$ cat src/logic/ppc_params.svh
/*
  Constants for the parameter page integrity checker: checksum seed and
  polynomial, offsets inside one 512-byte copy, copy counts.
  Assumes it is included by bare name wherever these constants are used.
*/
`ifndef PPC_PARAMS_SVH
`define PPC_PARAMS_SVH

// checksum engine
`define PPC_CRC_SEED 16'h4F4E
`define PPC_CRC_POLY 16'h8005

// offsets inside one copy
`define PPC_CRC_LAST_OFF 9'h1FD
`define PPC_CHK_LO_OFF 9'h1FE
`define PPC_CHK_HI_OFF 9'h1FF
`define PPC_SIG_BYTES 9'h004

// copy selection
`define PPC_MAND_COPIES 7'h03
`define PPC_SIG_MIN 3'h2

// stream offset counter
`define PPC_OFF_LAST 16'hFFFF
`define PPC_OFF_ONE 16'h0001
`define PPC_OFF_ZERO 16'h0000

`endif

$ cat src/logic/ppc_crc16_byte.sv
/*
  One byte step of the 16-bit parameter page checksum, purely combinational.
  Assumes the caller registers the result and supplies the running value.
*/
`timescale 1ns/1ps
`include "ppc_params.svh"

module ppc_crc16_byte (
  // running checksum and next byte
  input wire logic [15:0] crc_in,
  input wire logic [7:0] data_in,
  // checksum after the byte
  output logic [15:0] crc_out
);

  // bit serial update, msb of the byte first, left shifting register
  function automatic logic [15:0] ppc_step(input logic [15:0] c, input logic [7:0] d);
    logic [15:0] v;
    logic fb;
    v = c;
    fb = 1'b0;
    for (int i = 7; i >= 0; i--) begin
      fb = v[15] ^ d[i];
      v = {v[14:0], 1'b0} ^ (fb ? `PPC_CRC_POLY : 16'h0000);
    end
    return v;
  endfunction

  // no reflection of input or output is applied here
  always_comb begin
    crc_out = ppc_step(crc_in, data_in);
  end

endmodule

$ cat config.mk
export PLATFORM = sky130hd
export DESIGN_NAME = ppc_crc16_byte
export DESIGN_NICKNAME = d
export VERILOG_FILES = /design/src/logic/ppc_crc16_byte.sv
export VERILOG_INCLUDE_DIRS = /design/src /design/src/logic
export SDC_FILE = /design/constraint.sdc
export NUM_CORES = 1
export LEC_CHECK = 0
export ABC_AREA = 1
export BUFFER_PORTS_ARGS = -buffer_cell sky130_fd_sc_hd__buf_2
export CAP_MARGIN = 20
export CORE_AREA = 2 2 39 41
export DETAILED_ROUTE_END_ITERATION = 8
export DIE_AREA = 0 0 41 43
export PLACE_DENSITY = 0.75
export SLEW_MARGIN = 20
export SYNTH_ARGS = -nofsm -noshare
export SYNTH_HDL_FRONTEND = slang
export SYNTH_SLANG_ARGS = --single-unit
export TNS_END_PERCENT = 10
$ cat constraint.sdc
create_clock -name vclk -period 1.75
set_clock_uncertainty 0.2 [all_clocks]
set_input_delay 0.0875 -clock vclk [all_inputs]
set_output_delay 0.0875 -clock vclk [all_outputs]
set_load 0.1 [all_outputs]
==> summary.md, run 1 <==
| Metric | Value |
|---|---|
| Core Footprint | `1380 um2` |
| Dpl ws | `-0.219 ns` |
| Setup ws final | `-0.181 ns` |
| Post-DP HPWL | `1100 um` |
| Status | `complete, but fails checks` |
| Global placer's final weighted congestion | `0.666` |
| DR DRC count | `0` |
| Die height | `43 um` |
| Layout Cells excl Fill | `129` |
| Pwr per Cell Area | `1280 nW/um2` |
| Register area | `0 um2` |
| Worst-Margin Slew | `1.01 ns` |
| Seq/Total Area, Yosys | `0%` |
| Die X | `41 um` |
| Global-route wire length before repair | `2680 um` |
| Antenna Nets Post-Route | `0` |
| Final setup fails | `7` |
| Data required, critical path | `1.46 ns` |
| Area Growth Syn to Fin | `154%` |
| Grt total ovfl | `0` |
| Ant. Diodes | `0` |
| Initial core utilization | `34.9%` |
| Failing checks | `negative setup slack` |
| Vias in the first global route | `645` |
| Final WL | `1830 um` |
| Critical Path Source | `crc_in[15]` |
| # IOs | `40` |
| Max Cap Violations | `0` |
| Initial antenna violation count | `0` |
| Setup crit end kind | `primary output` |
| Vias per Instance | `4.92` |
| Period utilization | `110%` |
| Crit path DAT | `1.64 ns` |
| Final core occ | `88.8%` |
| Total Routing Usage GR | `21.7%` |
| Largest net degree at the start of global routing | `5` |
| Most frequent cells in the layout | `15 x buf_2, 13 x nand2_4, 12 x buf_12` |
| Synth Instances | `74` |
| Placed cell areas | `883 um2` |
| Clkbuf count | `0` |
| Fmax | `518 MHz` |
| Vias | `635` |
| Yosys warning count | `0` |
| Post-route cell area | `1230 um2` |
| TNS Setup | `-0.785 ns` |
| CP Capture Point | `crc_out[2]` |
| Filler instances | `61` |
| Setup CP Type | `in -> out` |
| Dpl cells | `121` |
| HP Class | `in -> out` |
| Syn nets | `98` |
| Sequential cell count | `0` |
| Maximum vdd drop | `0.000863 V` |
| Cell variety after synth | `11` |
| Layout cells sized above 1 | `82.3%` |
| Synthesized area per cell | `6.53 um2` |
| Rows | `14` |
| Crit path time final | `1.93 ns` |
| Iter 0 DRT Violations | `1` |
| Crit-path max FO | `4` |
| Area of the die | `1760 um2` |
| Final hold violation count | `0` |
| Final nets | `139` |
| Crit path launch type | `input pin` |
| Routed len/inst | `14.1 um` |
| RSZ-0062 raised after global routing | `true` |
| Post-Synthesis Cell Area | `483 um2` |
| PortBufs | `30` |
| Final Max Tran Viols | `0` |
| Commonest non-fill, non-tap cell in the layout | `buf_2` |
| Pre-antenna DRT Iters | `3` |
| P_leak | `0.614 nW` |
| Worst rel slew slack | `32.7%` |
==> routing by layer <==
layer  vias to the layer above  global-route usage [%]  routed length, um
met3                         6                    1.05                125
met4                         0                    4.67                 67
met2                        32                    45.3               1110
met5                         -                       0                  0
li1                        296                       -                  -
met1                       301                    20.0                519
==> synthesized netlist by cell type, drive strengths merged <==
cell type	number	area share [%]
buf	5	7.8
xor2	8	16
nand2	27	33
inv	13	10
nand3	15	22
xnor2	6	11
==> critical path, cell delays in order <==
cell,delay (ns)
buf_6,0.10
inv_2,0.05
nand2_1,0.06
nand2_2,0.08
nand2_4,0.07
nand2_4,0.08
nand2_4,0.07
nand2_4,0.09
nand2_4,0.06
nand3_4,0.09
nand2_4,0.08
nand2_4,0.09
nand3_4,0.12
nand2_8,0.12
nand2_4,0.06
nand3_2,0.09
nand2_2,0.07
buf_12,0.16
==> through the flow <==
stage               hold WS (ns)  power (mW)
floorplan                  0.187       0.945
detailed placement       -0.0243        1.34
finish                     0.341        1.57
global placement         -0.0243        1.32
CTS                        0.326        1.54
global route               0.354        1.62
==> kinds of logic (layout without fill, tap and decap cells) <==
logic type | count (synthesis) | count (layout) | synth area share, %
and+or+nand+nor | 42 | 42 | 55.2
buffers and inverters | 18 | 57 | 17.9
xor gates and xnor gates | 14 | 14 | 26.9
==> final cells by class <==
class                           count  area (um2)  share of cell area, %
Multi-Input combinational cell     56         688                   56.0
Timing Repair Buffer               44         467                   38.0
Inverter                           13        53.8                   4.38
Tap cell                           16        20.0                   1.63
==> report_power, final <==
part | leakage (nW) | switching, mW | internal [mW]
sequential | 0 | 0 | 0
clock | 0 | 0 | 0
combinational | 0.614 | 1.02 | 0.556
==> repair_timing <==
item | CTS | global route
resized for setup | 44 | 14
hold endpoints to repair | 5 | 0
setup endpoints to repair | 8 | 9
hold buffers | 5 | 0
pin swaps | 15 | 12
cloned | 0 | 0
buffers inserted | 2 | 1
==> how the worst min path moves through the flow <==
stage	start	to	slack [ns]	cells past startpoint
floorplan	crc_in[2]	crc_out[10]	0.19	1
global placement	crc_in[6]	crc_out[14]	-0.02	0
detailed placement	crc_in[6]	crc_out[14]	-0.02	0
CTS	crc_in[0]	crc_out[8]	0.33	3
global route	crc_in[0]	crc_out[8]	0.35	3
finish	crc_in[0]	crc_out[8]	0.34	3
Power figures use the tool's default switching activity.
==> inputs of run 2 (changes only) <==
--- a/config.mk
+++ b/config.mk
@@ -6,13 +6,12 @@
 export SDC_FILE = /design/constraint.sdc
 export NUM_CORES = 1
 export LEC_CHECK = 0
-export ABC_AREA = 1
 export BUFFER_PORTS_ARGS = -buffer_cell sky130_fd_sc_hd__buf_2
 export CAP_MARGIN = 20
 export CORE_AREA = 2 2 39 41
 export DETAILED_ROUTE_END_ITERATION = 8
 export DIE_AREA = 0 0 41 43
-export PLACE_DENSITY = 0.75
+export PLACE_DENSITY = 0.61
 export SLEW_MARGIN = 20
 export SYNTH_ARGS = -nofsm -noshare
 export SYNTH_HDL_FRONTEND = slang
==> constraint.sdc (replaced) <==
create_clock -name vclk -period 2.06
set_clock_uncertainty 0.2 [all_clocks]
set_input_delay 0.103 -clock vclk [all_inputs]
set_output_delay 0.103 -clock vclk [all_outputs]
set_load 0.1 [all_outputs]
==> run 2 against run 1 <==
  * Routed wire length down 61%
  * Highest routed layer is now met3
  * Sequential share of layout area did not move
  * The flow now finishes without violations
  * Setup slack gained 0.33 ns
  * Global-route usage down 13 points
  * Area after synthesis fell by 36%
==> summary.md, run 2 <==
| Metric | Value |
|---|---|
| Status | `finished, final reports clean (was complete, but fails checks)` |
| Synthesized area per cell | `10.7 um2 (was 6.53 um2)` |
| Global placer's final weighted congestion | `0.570 (was 0.666)` |
| Cell variety after synth | `7 (was 11)` |
| Period utilization | `92.7%` |
| Post-synthesis xor/xnor area fraction | `86.6% (was 26.9%)` |
| Die X | `41 um (unchanged)` |
| Setup CP Type | `in -> out (unchanged)` |
| Critical Path Source | `data_in[7] (was crc_in[15])` |
| Final setup fails | `0 (was 7)` |
| Total Routing Usage GR | `8.44% (was 21.7%)` |
| Design Power | `1.12 mW (was 1.57 mW)` |
| Final nets | `83 (was 139)` |
| Die height | `43 um (unchanged)` |
| Crit path DAT | `1.61 ns (was 1.64 ns)` |
| Final hold violation count | `0 (unchanged)` |
| RSZ-0062 raised after global routing | `false (was true)` |
| TNS Setup | `0 ns (was -0.785 ns)` |
| Area Growth Syn to Fin | `92.7% (was 154%)` |
| Vias | `276 (was 635)` |
| Dpl ws | `0.150 ns (was -0.219 ns)` |
| Worst rel slew slack | `67.5% (was 32.7%)` |
| Pre-antenna DRT Iters | `1 (was 3)` |
| Iter 0 DRT Violations | `0 (was 1)` |
| Grt total ovfl | `0 (unchanged)` |
| Post-synthesis simple-gate area fraction | `0% (was 55.2%)` |
| Layout Cells excl Fill | `73 (was 129)` |
| Top cell type's share of synthesized area | `31.6% (was 12.7%)` |
| Syn nets | `53 (was 98)` |
| Most frequent cells after synthesis | `8 x xnor2_1, 7 x xor2_1, 6 x xnor2_2 (was 14 x nand2_1, 13 x inv_1, 10 x nand3_1)` |
| Crit path launch type | `input pin (unchanged)` |
| Filler instances | `129 (was 61)` |
| Register area | `0 um2 (unchanged)` |
| CTS Hold Bufs | `0 (was 5)` |
| Vias per Instance | `3.78 (was 4.92)` |
| Final Max Tran Viols | `0 (unchanged)` |
| Maximum vdd drop | `0.000807 V (was 0.000863 V)` |
| DR DRC count | `0 (unchanged)` |
| CP Capture Point | `crc_out[15] (was crc_out[2])` |
| Multiplexer share of the synthesized area | `0% (unchanged)` |
| Initial antenna violation count | `0 (unchanged)` |
| Routed len/inst | `9.84 um (was 14.1 um)` |
| Clkbuf count | `0 (unchanged)` |
| PortBufs | `30 (unchanged)` |
| Core Footprint | `1380 um2 (unchanged)` |
| Largest net degree at the start of global routing | `4 (was 5)` |
| Biggest area consumer among synthesized cells | `xnor2_2 (was xor2_1)` |
| Seq/Total Area, Yosys | `0% (unchanged)` |
| Layout cells sized above 1 | `84.2% (was 82.3%)` |
| HP Class | `in -> out (unchanged)` |
| Worst-Margin Slew | `0.490 ns (was 1.01 ns)` |
| Fmax | `523 MHz` |
| Adder-cell area share of the yosys netlist | `0% (unchanged)` |
| Multi-input logic area | `369 um2 (was 688 um2)` |
| Ant. Diodes | `0 (unchanged)` |
| Crit-path max FO | `2 (was 4)` |
| Synth Instances | `29 (was 74)` |
| Data required, critical path | `1.76 ns (was 1.46 ns)` |
| Setup ws final | `0.150 ns (was -0.181 ns)` |
| Area of the die | `1760 um2 (unchanged)` |
| Post-Synthesis Cell Area | `309 um2 (was 483 um2)` |
| Dpl cells | `73 (was 121)` |
| Rows | `14 (unchanged)` |
| # IOs | `40 (unchanged)` |
| Initial core utilization | `22.3% (was 34.9%)` |
| Vias in the first global route | `260 (was 645)` |
| Sequential cell count | `0 (unchanged)` |
| Commonest non-fill, non-tap cell in the layout | `buf_2 (unchanged)` |
| Crit path time final | `1.91 ns` |
| Synth Area in Compound Gates | `0% (unchanged)` |
| Antenna Nets Post-Route | `0 (unchanged)` |
| CTS-repair resized insts | `0 (was 44)` |
| Largest family of logic cells by synthesized area | `XOR/XNOR gates (was simple AND/OR/NAND/NOR gates)` |
| Max Cap Violations | `0 (unchanged)` |
| Largest cells by area after synthesis | `xnor2_2 32%, xnor2_1 23%, xor2_1 20%, buf_4 12%, xnor3_1 7.3% (was xor2_1 13%, nand2_4 12%, nand2_1 11%, xnor2_1 11%, nand2_2 10%)` |
| Cell with the most instances after synthesis | `xnor2_1 (was nand2_1)` |
| Global-route wire length before repair | `1100 um (was 2680 um)` |
| P_leak | `0.300 nW (was 0.614 nW)` |
| Post-DP HPWL | `708 um (was 1100 um)` |
| Final core occ | `43.0% (was 88.8%)` |
| Most frequent cells in the layout | `28 x buf_2, 8 x xnor2_2, 5 x xor2_1 (was 15 x buf_2, 13 x nand2_4, 12 x buf_12)` |
| Yosys warning count | `0 (unchanged)` |
| Setup crit end kind | `primary output (unchanged)` |
| Final WL | `718 um (was 1830 um)` |
| Pwr per Cell Area | `1890 nW/um2 (was 1280 nW/um2)` |
| Setup Fix Bufs, Post-CTS | `0 (was 2)` |
## run 2: cell count changes after synthesis
cell,before,now
xnor2_2,0,6
inv_1,13,1
nand3_4,1,0
nand2_2,8,0
nand3_1,10,0
nand2_4,5,0
nand2_1,14,0
xnor3_1,0,1
xnor2_1,6,8
nand3_2,4,0
## run 2: per-layer routing
| layer | track usage, % | vias up | wire, um |
|---|---|---|---|
| met3 | 3.14 | 0 | 151 |
| met4 | 0 | 0 | 0 |
| met2 | 15.6 | 35 | 339 |
| met1 | 9.03 | 103 | 227 |
| met5 | 0 | - | 0 |
| li1 | - | 138 | - |
## run 2: final cells by class
class,instances,area share (%)
multi-input combinational,23,62.0
timing repair buffer,33,34.0
tap,16,3.36
inverter,1,0.630
## run 2: power by group
part           switching, mW  internal, mW
combinational          0.771         0.352
sequential                 0             0
clock                      0             0
total                  0.771         0.352
## run 2: per-stage QoR
step                cell area (um2)  hold slack (ns)
floorplan                       410            0.218
global placement                596          0.00775
detailed placement              596          0.00775
CTS                             596          0.00775
global route                    596          0.00644
finish                          596          0.00691
## run 2: cell families after synthesis
family / count (synthesis)
xor+xnor: 23
buf+inv: 6
## run 2: how the worst min path moves through the flow
stage                         start     endpoint  cells past startpoint
after global placement    crc_in[3]  crc_out[11]                      0
final                     crc_in[3]  crc_out[11]                      0
after detailed placement  crc_in[3]  crc_out[11]                      0
after floorplan           crc_in[2]  crc_out[10]                      1
after CTS                 crc_in[3]  crc_out[11]                      0
after global routing      crc_in[2]  crc_out[10]                      0
## run 2: critical path, cell delays in order
cell and delay, ns:
buf_2 0.11, xnor2_2 0.24, xor2_2 0.26, xnor2_2 0.17
xnor3_4 0.41, buf_2 0.31
==> inputs of run 3 (changes only) <==
--- a/config.mk
+++ b/config.mk
@@ -11,7 +11,7 @@
 export CORE_AREA = 2 2 39 41
 export DETAILED_ROUTE_END_ITERATION = 8
 export DIE_AREA = 0 0 41 43
-export PLACE_DENSITY = 0.61
+export PLACE_DENSITY_LB_ADDON = 0.12
 export SLEW_MARGIN = 20
 export SYNTH_ARGS = -nofsm -noshare
 export SYNTH_HDL_FRONTEND = slang
==> run 3 against run 2 <==
  * Clock-buffer cell count stayed put
  * Total power shrank 0.13%
  * Setup slack got worse by 0.049 ns
  * Global-route usage down 1.8 points
  * Worst hold slack hardly changed
  * Combinational power is essentially flat
  * Die area unchanged
  * Largest power group unchanged
  * Highest routed layer unchanged
==> summary.md, run 3 (same netlist as run 2, synthesis figures left out) <==
| Metric | Value |
|---|---|
| Crit path largest cell delay | `0.37 ns (was 0.41 ns)` |
| HP Class | `in -> out (unchanged)` |
| Global placer's final weighted congestion | `0.544 (was 0.570)` |
| Commonest non-fill, non-tap cell in the layout | `buf_2 (unchanged)` |
| Vias | `257 (was 276)` |
| Crit path launch type | `input pin (unchanged)` |
| Dpl cells | `73 (unchanged)` |
| Total Routing Usage GR | `6.65% (was 8.44%)` |
| Crit path time final | `1.96 ns (was 1.91 ns)` |
| Final setup fails | `0 (unchanged)` |
| Status | `finished, final reports clean (unchanged)` |
| Core Footprint | `1380 um2 (unchanged)` |
| Initial core utilization | `22.3% (unchanged)` |
| Post-DP HPWL | `604 um (was 708 um)` |
| Final hold violation count | `0 (unchanged)` |
| Most frequent cells in the layout | `27 x buf_2, 8 x xnor2_2, 5 x xor2_1 (was 28 x buf_2, 8 x xnor2_2, 5 x xor2_1)` |
| NetSw | `0.765 mW (was 0.771 mW)` |
| Crit path DAT | `1.66 ns (was 1.61 ns)` |
| Largest net degree at the start of global routing | `4 (unchanged)` |
| Pwr per Cell Area | `1840 nW/um2 (was 1890 nW/um2)` |
| RSZ-0062 raised after global routing | `false (unchanged)` |
| Worst Min Path Start | `crc_in[4] (was crc_in[3])` |
| Setup Fix Bufs, Post-CTS | `0 (unchanged)` |
| Gate power share | `100.0% (about the same)` |
| Setup CP Type | `in -> out (unchanged)` |
| P_leak | `0.306 nW (was 0.300 nW)` |
| Layout cells sized above 1 | `84.2% (unchanged)` |
| Area Growth Syn to Fin | `97.6% (was 92.7%)` |
| Worst-Margin Slew | `0.493 ns (was 0.490 ns)` |
| Data required, critical path | `1.76 ns (about the same)` |
| Final core occ | `44.1% (was 43.0%)` |
| Sequential cell count | `0 (unchanged)` |
| CTS Hold Bufs | `0 (unchanged)` |
| Routed len/inst | `8.12 um (was 9.84 um)` |
| Crit path cell chain | `buf_2, xnor2_2, xor2_4, xnor2_2, xnor3_4, buf_2 (was buf_2, xnor2_2, xor2_2, xnor2_2, xnor3_4, buf_2)` |
| Max Cap Violations | `0 (unchanged)` |
| Crit-path slowest cell | `xnor3_4 (unchanged)` |
| Filler instances | `136 (was 129)` |
| Final WL | `593 um (was 718 um)` |
| Ant. Diodes | `0 (unchanged)` |
| Setup crit end kind | `primary output (unchanged)` |
| Final nets | `83 (unchanged)` |
| Critical Path Source | `crc_in[11] (was data_in[7])` |
| Pre-antenna DRT Iters | `1 (unchanged)` |
| Setup ws final | `0.101 ns (was 0.150 ns)` |
| Fmax | `510 MHz (was 523 MHz)` |
| CTS-repair resized insts | `0 (unchanged)` |
| Crit-path max FO | `3 (was 2)` |
| Antenna Nets Post-Route | `0 (unchanged)` |
| Register area | `0 um2 (unchanged)` |
| Rows | `14 (unchanged)` |
| Clock Power Share | `0% (about the same)` |
| Area of the die | `1760 um2 (unchanged)` |
| Iter 0 DRT Violations | `0 (unchanged)` |
| PortBufs | `30 (unchanged)` |
| Maximum vdd drop | `0.000683 V (was 0.000807 V)` |
| Dpl ws | `0.0830 ns (was 0.150 ns)` |
| Vias per Instance | `3.52 (was 3.78)` |
| Die X | `41 um (unchanged)` |
| Layout Cells excl Fill | `73 (unchanged)` |
| Worst rel slew slack | `67.3% (was 67.5%)` |
| Final Max Tran Viols | `0 (unchanged)` |
| Initial antenna violation count | `0 (unchanged)` |
| Clkbuf count | `0 (unchanged)` |
| DR DRC count | `0 (unchanged)` |
| WHS Endpoint | `crc_out[12] (was crc_out[11])` |
| Register share of total power | `0% (about the same)` |
| Sw Ratio | `68.2% (was 68.7%)` |
| Pint | `0.357 mW (was 0.352 mW)` |
| Design Power | `1.12 mW (about the same)` |
| Die height | `43 um (unchanged)` |
| # IOs | `40 (unchanged)` |
| Grt total ovfl | `0 (unchanged)` |
| Global-route wire length before repair | `897 um (was 1100 um)` |
| Period utilization | `95.1% (was 92.7%)` |
| Hold path cells | `0 (unchanged)` |
| Vias in the first global route | `206 (was 260)` |
-- run 3: cell counts in the layout (fill, tap and decap cells not counted) --
Identical to the previous run, type by type.
-- run 3: cell type report --
class	count	area, um2	share of cell area (%)
multi-input cells	23	369	60.5
repair buffers	33	218	35.7
well taps	16	20.0	3.28
inverters	1	3.75	0.615
-- run 3: power groups by stage --
stage	registers (mW)	clock network [mW]	logic (mW)
floorplan	0	0	0.922
global placement	0	0	1.13
detailed placement	0	0	1.13
CTS	0	0	1.13
global route	0	0	1.15
finish	0	0	1.12
-- run 3: worst max path at each step --
stage	end	slack (ns)	cells after the start
final	crc_out[15]	0.10	6
after global routing	crc_out[15]	0.006	6
after CTS	crc_out[15]	0.08	6
after detailed placement	crc_out[15]	0.08	6
after global placement	crc_out[15]	0.1	6
after floorplan	crc_out[8]	-0.25	3
-- run 3: worst max-delay path: cells and delay by family --
| kind | cells | cell delay [ns] |
|---|---|---|
| xor+xnor | 4 | 1.14 |
| buf+inv | 2 | 0.42 |
-- run 3: per-layer routing --
layer	share of wire, %	vias up	GRT usage (%)
li1	-	138	-
met1	30	101	6.84
met2	54	18	12.5
met3	16	0	2.62
met4	0	0	0
met5	0	-	0
-- run 3: per-stage QoR --
stage               hold slack [ns]  cell area (um2)  setup TNS, ns
floorplan                     0.218              410          -1.16
global placement            0.00790              611              0
detailed placement          0.00790              611              0
CTS                         0.00790              611              0
global route                0.00707              611              0
finish                      0.00704              611              0
